**src/core/flash_regs_pkg.sv**
```systemverilog
package flash_regs_pkg;

	// Command codes, most significant bit first on the serial input line.
	localparam logic [7:0] OP_READ_STATUS   = 8'h05;
	localparam logic [7:0] OP_READ_FLAGS    = 8'h70;
	localparam logic [7:0] OP_READ_CFG      = 8'hB5;
	localparam logic [7:0] OP_WRITE_CFG     = 8'hB1;
	localparam logic [7:0] OP_WRITE_ENABLE  = 8'h06;
	localparam logic [7:0] OP_WRITE_DISABLE = 8'h04;

	// Flag status register bit positions.
	localparam int FSR_READY      = 7;
	localparam int FSR_ERASE_SUSP = 6;
	localparam int FSR_ERASE_FAIL = 5;
	localparam int FSR_PROG_FAIL  = 4;
	localparam int FSR_PROG_SUSP  = 2;
	localparam int FSR_PROTECT    = 1;
	localparam int FSR_ADDR4      = 0;

	// Main status register bit positions.
	localparam int STATUS_WIP = 0;
	localparam int STATUS_WEL = 1;

	// Configuration register layout and reset value.
	localparam int              CFG_DUMMY_MSB    = 15;
	localparam int              CFG_DUMMY_LSB    = 12;
	localparam int              CFG_ADDR_BIT     = 0;
	localparam logic [15:0]     CFG_RESET        = 16'hFFFF;
	localparam logic [6:0]      CFG_FILL_HIGH    = 7'h7F;
	localparam logic            CFG_FILL_BIT4    = 1'h1;
	localparam logic [2:0]      CFG_FILL_LOW     = 3'h7;
	localparam logic [3:0]      DUMMY_LOW_RAW    = 4'h0;
	localparam logic [3:0]      DUMMY_HIGH_RAW   = 4'hF;
	localparam logic [3:0]      DUMMY_DEFAULT_X1 = 4'h8;
	localparam logic [3:0]      DUMMY_DEFAULT_X4 = 4'hA;
	localparam logic [4:0]      CFG_DATA_BITS    = 5'h10;

	// Timing.
	localparam int MCLK_FREQ_HZ      = 25_000_000;
	localparam int MCLK_PERIOD_NS    = 40;
	localparam int CFG_WRITE_TIME_US = 5000;
	localparam int CFG_WRITE_CYCLES  = CFG_WRITE_TIME_US * (MCLK_FREQ_HZ / 1_000_000);
	localparam int SCLK_PERIOD_NS    = 320;
	localparam int SCLK_HALF_CYCLES  = SCLK_PERIOD_NS / (2 * MCLK_PERIOD_NS);
	localparam int CS_GAP_NS         = 100;
	localparam int CS_GAP_CYCLES     = (CS_GAP_NS + MCLK_PERIOD_NS - 1) / MCLK_PERIOD_NS;

	typedef enum logic [3:0] {
		D_IDLE,
		D_OPCODE,
		D_SEND_STATUS,
		D_SEND_FLAGS,
		D_SEND_CFG,
		D_TAKE_CFG,
		D_WREN,
		D_WRDI,
		D_IGNORE
	} dev_state_t;

	typedef enum logic [1:0] {
		HOP_READ_FLAGS,
		HOP_READ_CFG,
		HOP_WRITE_ENABLE,
		HOP_WRITE_CFG
	} host_op_t;

	typedef enum logic [1:0] {
		H_IDLE,
		H_FRAME,
		H_GAP
	} host_state_t;

	typedef enum logic [1:0] {
		PH_WREN,
		PH_SEND,
		PH_POLL
	} host_phase_t;

endpackage : flash_regs_pkg

```
**src/core/flash_link_if.sv**
```systemverilog
`timescale 1ns/1ps
interface flash_link_if;
	logic chip_select_n;
	logic serial_clk;
	logic serial_in_line;
	logic serial_out_line;

	modport device (
		input  chip_select_n,
		input  serial_clk,
		input  serial_in_line,
		output serial_out_line
	);

	modport host (
		output chip_select_n,
		output serial_clk,
		output serial_in_line,
		input  serial_out_line
	);
endinterface : flash_link_if

```
**src/core/flash_cfg_device.sv**
```systemverilog
`timescale 1ns/1ps
module flash_cfg_device #(
	parameter int unsigned CFG_WRITE_CYCLES = flash_regs_pkg::CFG_WRITE_CYCLES
) (
	input  wire logic        mclk,
	input  wire logic        rst,
	flash_link_if.device     link,
	input  wire logic        array_busy,
	input  wire logic        erase_suspended,
	input  wire logic        erase_failed,
	input  wire logic        program_failed,
	input  wire logic        program_suspended,
	input  wire logic        protect_error,
	output logic             write_enabled,
	output logic             write_in_progress,
	output logic             four_byte_active,
	output logic [3:0]       dummy_cycles_x1,
	output logic [3:0]       dummy_cycles_x4,
	output logic [15:0]      cfg_value
);
	localparam int TW = $clog2(CFG_WRITE_CYCLES + 1);

	logic                      cs_n_s;
	logic                      sclk_s;
	logic                      si_s;
	logic                      cs_prev_q;
	logic                      sclk_prev_q;
	logic                      rise;
	logic                      fall;
	logic                      wip;
	logic [7:0]                flags;
	logic [7:0]                status;
	flash_regs_pkg::dev_state_t state_q, state_d;
	logic [4:0]                cnt_q, cnt_d;
	logic [15:0]               sh_q, sh_d;
	logic [15:0]               out_q, out_d;
	logic                      so_q, so_d;
	logic                      wel_q, wel_d;
	logic                      busy_q, busy_d;
	logic [TW-1:0]             timer_q, timer_d;
	logic [15:0]               cfg_q, cfg_d;
	logic [15:0]               pend_q, pend_d;
	logic [3:0]                dx1_q, dx1_d;
	logic [3:0]                dx4_q, dx4_d;

	// The pins are asynchronous to mclk, so all three pass one synchroniser together
	// and keep their relative timing.
	sync2 #(
		.WIDTH       (3),
		.RESET_VALUE (3'h4)
	) u_pin_sync (
		.mclk (mclk),
		.rst  (rst),
		.d    ({link.chip_select_n, link.serial_clk, link.serial_in_line}),
		.q    ({cs_n_s, sclk_s, si_s})
	);

	assign rise = !cs_n_s && sclk_s && !sclk_prev_q;
	assign fall = !cs_n_s && !sclk_s && sclk_prev_q;
	assign wip  = busy_q || array_busy;

	always_comb begin
		flags                               = 8'h00;
		flags[flash_regs_pkg::FSR_READY]      = !wip;
		flags[flash_regs_pkg::FSR_ERASE_SUSP] = erase_suspended;
		flags[flash_regs_pkg::FSR_ERASE_FAIL] = erase_failed;
		flags[flash_regs_pkg::FSR_PROG_FAIL]  = program_failed;
		flags[flash_regs_pkg::FSR_PROG_SUSP]  = program_suspended;
		flags[flash_regs_pkg::FSR_PROTECT]    = protect_error;
		// A cleared address bit in the configuration selects four-byte addressing.
		flags[flash_regs_pkg::FSR_ADDR4]      = !cfg_q[flash_regs_pkg::CFG_ADDR_BIT];
		status                              = 8'h00;
		status[flash_regs_pkg::STATUS_WIP]    = wip;
		status[flash_regs_pkg::STATUS_WEL]    = wel_q;
	end

	always_comb begin
		logic [15:0] word;
		logic        load;
		logic [3:0]  field;
		word    = 16'h0000;
		load    = 1'b0;
		field   = 4'h0;
		state_d = state_q;
		cnt_d   = cnt_q;
		sh_d    = sh_q;
		out_d   = out_q;
		so_d    = so_q;
		wel_d   = wel_q;
		busy_d  = busy_q;
		timer_d = timer_q;
		cfg_d   = cfg_q;
		pend_d  = pend_q;

		if (busy_q) begin
			timer_d = timer_q - TW'(1);
			if (timer_q == TW'(1)) begin
				busy_d = 1'b0;
				cfg_d  = pend_q;
				wel_d  = 1'b0;
			end
		end

		if (cs_n_s) begin
			so_d    = 1'b0;
			state_d = flash_regs_pkg::D_IDLE;
			if (!cs_prev_q) begin
				case (state_q)
					flash_regs_pkg::D_WREN: begin
						if (!wip) begin
							wel_d = 1'b1;
						end
					end
					flash_regs_pkg::D_WRDI: begin
						if (!wip) begin
							wel_d = 1'b0;
						end
					end
					flash_regs_pkg::D_TAKE_CFG: begin
						// Only an exact 16-bit frame with the latch set starts the timed update.
						if (cnt_q == flash_regs_pkg::CFG_DATA_BITS && wel_q && !wip) begin
							pend_d  = sh_q;
							busy_d  = 1'b1;
							timer_d = TW'(CFG_WRITE_CYCLES);
						end
					end
					default: begin
					end
				endcase
			end
		end else if (state_q == flash_regs_pkg::D_IDLE) begin
			state_d = flash_regs_pkg::D_OPCODE;
			cnt_d   = 5'h00;
		end else if (rise) begin
			case (state_q)
				flash_regs_pkg::D_OPCODE: begin
					sh_d  = {sh_q[14:0], si_s};
					cnt_d = cnt_q + 5'h01;
					if (cnt_q == 5'h07) begin
						cnt_d = 5'h00;
						case ({sh_q[6:0], si_s})
							flash_regs_pkg::OP_READ_FLAGS:    state_d = flash_regs_pkg::D_SEND_FLAGS;
							flash_regs_pkg::OP_READ_STATUS:   state_d = flash_regs_pkg::D_SEND_STATUS;
							flash_regs_pkg::OP_READ_CFG:      state_d = flash_regs_pkg::D_SEND_CFG;
							flash_regs_pkg::OP_WRITE_CFG:     state_d = flash_regs_pkg::D_TAKE_CFG;
							flash_regs_pkg::OP_WRITE_ENABLE:  state_d = flash_regs_pkg::D_WREN;
							flash_regs_pkg::OP_WRITE_DISABLE: state_d = flash_regs_pkg::D_WRDI;
							default:                          state_d = flash_regs_pkg::D_IGNORE;
						endcase
					end
				end
				flash_regs_pkg::D_TAKE_CFG: begin
					sh_d = {sh_q[14:0], si_s};
					// Saturating so that any frame longer than 16 bits is refused.
					if (cnt_q != 5'h1F) begin
						cnt_d = cnt_q + 5'h01;
					end
				end
				flash_regs_pkg::D_WREN, flash_regs_pkg::D_WRDI: begin
					state_d = flash_regs_pkg::D_IGNORE;
				end
				default: begin
				end
			endcase
		end else if (fall) begin
			case (state_q)
				flash_regs_pkg::D_SEND_FLAGS: begin
					// A fresh snapshot every byte, so a long poll sees the operation finish.
					load  = (cnt_q[2:0] == 3'h0);
					word  = {flags, 8'h00};
					cnt_d = cnt_q + 5'h01;
				end
				flash_regs_pkg::D_SEND_STATUS: begin
					load  = (cnt_q[2:0] == 3'h0);
					word  = {status, 8'h00};
					cnt_d = cnt_q + 5'h01;
				end
				flash_regs_pkg::D_SEND_CFG: begin
					// Loaded once; shifting in zeros gives the trailing zero bits.
					load = (cnt_q == 5'h00);
					word = cfg_q;
					if (cnt_q != flash_regs_pkg::CFG_DATA_BITS) begin
						cnt_d = cnt_q + 5'h01;
					end
				end
				default: begin
				end
			endcase
			if (state_q == flash_regs_pkg::D_SEND_FLAGS || state_q == flash_regs_pkg::D_SEND_STATUS ||
				state_q == flash_regs_pkg::D_SEND_CFG) begin
				if (load) begin
					so_d  = word[15];
					out_d = {word[14:0], 1'b0};
				end else begin
					so_d  = out_q[15];
					out_d = {out_q[14:0], 1'b0};
				end
			end
		end

		field = cfg_d[flash_regs_pkg::CFG_DUMMY_MSB:flash_regs_pkg::CFG_DUMMY_LSB];
		if (field == flash_regs_pkg::DUMMY_LOW_RAW || field == flash_regs_pkg::DUMMY_HIGH_RAW) begin
			dx1_d = flash_regs_pkg::DUMMY_DEFAULT_X1;
			dx4_d = flash_regs_pkg::DUMMY_DEFAULT_X4;
		end else begin
			dx1_d = field;
			dx4_d = field;
		end
	end

	always_ff @(posedge mclk) begin
		if (rst) begin
			state_q     <= flash_regs_pkg::D_IDLE;
			cs_prev_q   <= 1'b1;
			sclk_prev_q <= 1'b0;
			cnt_q       <= 5'h00;
			sh_q        <= 16'h0000;
			out_q       <= 16'h0000;
			so_q        <= 1'b0;
			wel_q       <= 1'b0;
			busy_q      <= 1'b0;
			timer_q     <= '0;
			cfg_q       <= flash_regs_pkg::CFG_RESET;
			pend_q      <= flash_regs_pkg::CFG_RESET;
			dx1_q       <= flash_regs_pkg::DUMMY_DEFAULT_X1;
			dx4_q       <= flash_regs_pkg::DUMMY_DEFAULT_X4;
		end else begin
			state_q     <= state_d;
			cs_prev_q   <= cs_n_s;
			sclk_prev_q <= sclk_s;
			cnt_q       <= cnt_d;
			sh_q        <= sh_d;
			out_q       <= out_d;
			so_q        <= so_d;
			wel_q       <= wel_d;
			busy_q      <= busy_d;
			timer_q     <= timer_d;
			cfg_q       <= cfg_d;
			pend_q      <= pend_d;
			dx1_q       <= dx1_d;
			dx4_q       <= dx4_d;
		end
	end

	assign link.serial_out_line = so_q;
	assign write_enabled        = wel_q;
	assign write_in_progress    = wip;
	assign four_byte_active     = flags[flash_regs_pkg::FSR_ADDR4];
	assign dummy_cycles_x1      = dx1_q;
	assign dummy_cycles_x4      = dx4_q;
	assign cfg_value            = cfg_q;
endmodule : flash_cfg_device

```
**src/core/sync2.sv**
```systemverilog
`timescale 1ns/1ps
module sync2 #(
	parameter int               WIDTH       = 1,
	parameter logic [WIDTH-1:0] RESET_VALUE = '0
) (
	input  wire logic             mclk,
	input  wire logic             rst,
	input  wire logic [WIDTH-1:0] d,
	output logic      [WIDTH-1:0] q
);
	logic [WIDTH-1:0] meta_q;

	always_ff @(posedge mclk) begin
		if (rst) begin
			meta_q <= RESET_VALUE;
			q      <= RESET_VALUE;
		end else begin
			meta_q <= d;
			q      <= meta_q;
		end
	end
endmodule : sync2
```
**src/flat_wrapper.sv**
```systemverilog
// flat-port wrapper written by rule: the top's interface ports become plain ports
module flash_cfg_device_flat 
#(
	parameter int unsigned CFG_WRITE_CYCLES = flash_regs_pkg::CFG_WRITE_CYCLES
)
  (mclk, rst, array_busy, erase_suspended, erase_failed, program_failed, program_suspended, protect_error, write_enabled, write_in_progress, four_byte_active, dummy_cycles_x1, dummy_cycles_x4, cfg_value, link_chip_select_n, link_serial_clk, link_serial_in_line, link_serial_out_line);
  flash_link_if link_i ();
  input  wire logic mclk;
  input  wire logic rst;
  input  wire logic array_busy;
  input  wire logic erase_suspended;
  input  wire logic erase_failed;
  input  wire logic program_failed;
  input  wire logic program_suspended;
  input  wire logic protect_error;
  output logic write_enabled;
  output logic write_in_progress;
  output logic four_byte_active;
  output logic [3:0] dummy_cycles_x1;
  output logic [3:0] dummy_cycles_x4;
  output logic [15:0] cfg_value;
  input wire logic [$bits(link_i.chip_select_n)-1:0] link_chip_select_n;
  input wire logic [$bits(link_i.serial_clk)-1:0] link_serial_clk;
  input wire logic [$bits(link_i.serial_in_line)-1:0] link_serial_in_line;
  output wire logic [$bits(link_i.serial_out_line)-1:0] link_serial_out_line;
  assign link_i.chip_select_n = link_chip_select_n;
  assign link_i.serial_clk = link_serial_clk;
  assign link_i.serial_in_line = link_serial_in_line;
  assign link_serial_out_line = link_i.serial_out_line;
  flash_cfg_device #(.CFG_WRITE_CYCLES(CFG_WRITE_CYCLES)) u_core (.mclk(mclk), .rst(rst), .link(link_i), .array_busy(array_busy), .erase_suspended(erase_suspended), .erase_failed(erase_failed), .program_failed(program_failed), .program_suspended(program_suspended), .protect_error(protect_error), .write_enabled(write_enabled), .write_in_progress(write_in_progress), .four_byte_active(four_byte_active), .dummy_cycles_x1(dummy_cycles_x1), .dummy_cycles_x4(dummy_cycles_x4), .cfg_value(cfg_value));
endmodule
```
**config.mk**
```make
export PLATFORM = sky130hd
export DESIGN_NAME = flash_cfg_device_flat
export DESIGN_NICKNAME = d
export VERILOG_FILES = /design/src/core/flash_regs_pkg.sv /design/src/core/flash_link_if.sv /design/src/core/flash_cfg_device.sv /design/src/core/sync2.sv /design/src/flat_wrapper.sv
export SDC_FILE = /design/constraint.sdc
export NUM_CORES = 1
export LEC_CHECK = 0
export BUFFER_PORTS_ARGS = -buffer_cell sky130_fd_sc_hd__buf_4
export CAP_MARGIN = 20
export CORE_ASPECT_RATIO = 0.8
export CORE_UTILIZATION = 43
export DETAILED_ROUTE_END_ITERATION = 12
export GPL_TIMING_DRIVEN = 1
export PLACE_DENSITY = 0.61
export SLEW_MARGIN = 20
export SYNTH_ARGS = -nofsm -noshare
export SYNTH_HDL_FRONTEND = slang
export SYNTH_SLANG_ARGS = --single-unit
export TNS_END_PERCENT = 30
```
**constraint.sdc**
```tcl
create_clock -name mclk -period 4.1 [get_ports mclk]
set_clock_uncertainty 0.05 [all_clocks]
set_input_delay 0.41 -clock mclk [delete_from_list [all_inputs] [get_ports mclk]]
set_output_delay 0.41 -clock mclk [all_outputs]
set_load 0.02 [all_outputs]
```
==> summary.md <==
| Metric | Value |
|---|---|
| Avg WL per Cell | 14.8 µm |
| Global-route wire length before repair | 16900 µm |
| Hold Path Class | primary input to flop |
| Core area | 0.0103 mm² |
| Worst-path cell chain | or4_1 -> nor4_4 -> nand3_2 -> mux2_1 -> or4_1 |
| Synth top area cells | dfxtp_1, nand2_1, nand3_1 |
| RSZ-0062 raised after global routing | false |
| Largest area contributor in the netlist | dfxtp_1 |
| Pleak | 1.95 nW |
| Crit path buf inv count | 0 |
| Crit path max-delay family | simple AND/OR/NAND/NOR gates |
| Sw Ratio | 22.2% |
| P per Cell Area | 360 mW/mm² |
| Max-Slew Margin vs Limit | 48.2% |
| Final ANT Viol Nets | 0 |
| Die area | 0.0110 mm² |
| Hold path cells | 2 |
| Worst R2R Start | u_core.timer_q[8]$_SDFF_PP0_ |
| CTS Sinks | 105 |
| Total number of vias | 3801 |
| Reg2Reg Setup Slack | 1.24 ns |
| Final hold vios | 0 |
| Grt ovf | 0 |
| Global Route Usage Sum | 20.0% |
| FP Rows | 33 |
| Total wire length | 10400 µm |
| CP endpoint | u_core.dummy_cycles_x4[1]$_SDFF_PP1_ |
| Clk pwr share | 43.2% |
| Worst Path Max Fanout | 21 |
| P_sw | 0.000415 W |
| Max-slew violation count | 0 |
| Flop pwr share | 54.8% |
| CP max stage delay | 0.62 ns |
| Vias in the first global route | 3320 |
| Post-synth top cells | nand2_1, dfxtp_1, nand3_1 |
| Die W | 117 µm |
| Mapped cell area | 0.00457 mm² |
| Post-synth EDFFs | 0 |
| Worst path most repeated cell | or4_1 |
| Cell Count, Final, Fillers Out | 706 |
| Setup-failing EPs final | 0 |
| Max Cap Violations | 0 |
| ANT cells | 0 |
| Vias per Instance | 5.38 |
| Die Y | 94.2 µm |
| Syn Area/Cell | 8.42 µm² |
| DP HPWL | 7150 µm |
| Clk Tree Root Cell | clkbuf_16 |
| Worst setup SP type | flop |
| Worst setup path start | u_core.timer_q[8]$_SDFF_PP0_ |
| Post-CTS setup buffer count | 0 |
| Max rail drop VDD | 0.000255 V |
| CTS max path bufs | 2 |
| Final nets | 577 |
| Router iterations before antenna repair | 4 |
| YS warnings | 0 |
| Worst Reg2Reg Path Length in Cells | 5 |
| Setup crit end kind | flop |
| Number of port buffers | 38 |
| Drc violations | 0 |
| Starting Density | 44.4% |
| FF-to-FF End | u_core.dummy_cycles_x4[1]$_SDFF_PP1_ |
| Initial antenna violation count | 0 |
| Min cycle time layout | 2.86 ns |
| CP max-delay cell | or4_1 |
| Largest net degree at the start of global routing | 48 |
| Clock Latency Late Sink | 0.35 ns |
| Clock transition at path regs | 0.06 ns |
| CTS hold repair buffers | 0 |
| Required @ worst endpoint | 4.26 ns |
| I/O pin count | 39 |
| Setup TNS | 0 ns |
| Post-synth top flop | dfxtp_1 |
| Int Power | 0.00146 W |
| CTS buffer count | 9 |
| # H-tree levels | 3 |
| Starting DRC count in detailed routing | 316 |
| Number of synthesized register bits | 105 |
| Placed cell count | 690 |
| Area share of the largest cell type after synthesis | 46.0% |
| Stages on the worst setup path | 5 |
| CTS tree | built |
| GPL Wtd Cong | 0.793 |
| Sequential-to-total area share from yosys stat | 46.0% |
| Critical setup path kind | flop to flop |
| Placed inst area | 0.00492 mm² |
| Post-CTS sizing | 0 |
| Synth cell types | 59 |
| Count leader, synth | nand2_1 |
| Mapped Nets | 558 |
| Cell area after layout | 0.00520 mm² |
| Crit path DAT | 3.03 ns |
| Asr flop ratio synth | 0% |
| Status | completed |
| Final period util | 69.9% |
| Share of cells above drive strength 1 | 12.4% |
| Fmax | 0.349 GHz |
| Worst-margin pin slew | 0.776 ns |
| Area grow syn2layout | 13.9% |
| Combinational power share | 2.0% |
| Syn Inst Count | 542 |
## worst min path at each step
stage                                                 from                                     end  slack, ns
floorplan           u_core.u_pin_sync.meta_q[2]$_SDFF_PP1_       u_core.u_pin_sync.q[2]$_SDFF_PP1_       0.34
global placement    u_core.u_pin_sync.meta_q[2]$_SDFF_PP1_       u_core.u_pin_sync.q[2]$_SDFF_PP1_       0.34
detailed placement  u_core.u_pin_sync.meta_q[2]$_SDFF_PP1_       u_core.u_pin_sync.q[2]$_SDFF_PP1_       0.35
CTS                                     link_chip_select_n  u_core.u_pin_sync.meta_q[2]$_SDFF_PP1_       0.19
global route                            link_chip_select_n  u_core.u_pin_sync.meta_q[2]$_SDFF_PP1_       0.19
finish                                  link_chip_select_n  u_core.u_pin_sync.meta_q[2]$_SDFF_PP1_       0.20
## metrics by stage
| step | util [%] | worst slack [ns] | hold WS (ns) | total power [W] |
|---|---|---|---|---|
| after global placement | 47.8 | 1.33 | 0.342 | 0.00109 |
| final | 50.6 | 1.24 | 0.197 | 0.00187 |
| after detailed placement | 47.8 | 1.26 | 0.348 | 0.00109 |
| after CTS | 50.6 | 1.23 | 0.186 | 0.00189 |
| after global routing | 50.6 | 1.07 | 0.195 | 0.00194 |
| after floorplan | - | 1.84 | 0.339 | 0.00107 |
## power groups by stage
stage | clock network (W) | logic (W) | registers [W]
6_report | 0.000808 | 0.0000371 | 0.00103
3_5_place_dp | 0 | 0.0000369 | 0.00105
2_1_floorplan | 0 | 0.0000230 | 0.00105
3_3_place_gp | 0 | 0.0000369 | 0.00105
4_1_cts | 0.000832 | 0.0000371 | 0.00103
5_1_grt | 0.000869 | 0.0000401 | 0.00103
## sequential cells by signal (all words and copies together) (netlist names)
name and count:
u_core.pend_q 16, u_core.u_pin_sync.q 3, u_core.dummy_cycles_x4 4, u_core.cfg_value 16
u_core.write_enabled 1, u_core.u_pin_sync.meta_q 3, u_core.state_q 4, u_core.sh_q 16
u_core.cnt_q 5, u_core.busy_q 1, u_core.link.serial_out_line 1, u_core.cs_prev_q 1
u_core.sclk_prev_q 1, u_core.timer_q 17, u_core.dummy_cycles_x1 1, u_core.out_q 15
## cells in the final DEF, fill, tap and decap left out, drive strengths merged, types with 6 or more instances in the layout
master  netlist  routed
nand3        48      48
nor2         23      23
xor2          6       6
nand2b       12      12
o21ai        13      13
nor2b         8       8
mux2i        10      10
o22ai         9       9
clkbuf       25      10
nor3b         6       6
nand2       114     114
dfxtp       105     105
buf          10      43
nor3         11      11
a31oi         8       8
xnor2         9       9
a21oi        37      37
inv           8      10
nor4         11      11
a22o          6       6
## layout make-up
cell class / instances / area (µm²)
clock buffers: 10 / 229
flip-flops and latches: 105 / 2100
fillers: 965 / 5080
multi-input cells: 394 / 2290
repair buffers: 43 / 323
clock inverters: 6 / 51.3
inverters: 8 / 30.0
well taps: 140 / 175
## routing by layer
| metal | vias to the layer above | share of wire [%] | routed length, µm | track usage, % |
|---|---|---|---|---|
| met5 | - | 0 | 0 | 0 |
| met4 | 0 | 1.1 | 112 | 5.91 |
| met3 | 9 | 4.4 | 464 | 4.84 |
| met2 | 95 | 42 | 4370 | 28.7 |
| met1 | 1763 | 53 | 5500 | 29.3 |
| li1 | 1934 | - | - | - |
## cell families (layout without fill, tap and decap cells)
group           count (synthesis)  in the layout  share of synthesized area (%)
simple gates                  267            267                           30.0
flops                         105            105                           46.0
compound gates                 92             92                           12.3
buf+inv                        43             67                           3.95
xor+xnor                       15             15                           2.88
mux                            15             15                           3.43
fa+ha+maj                       5              5                           1.37
Note: power is estimated with default switching activity, not from simulation.
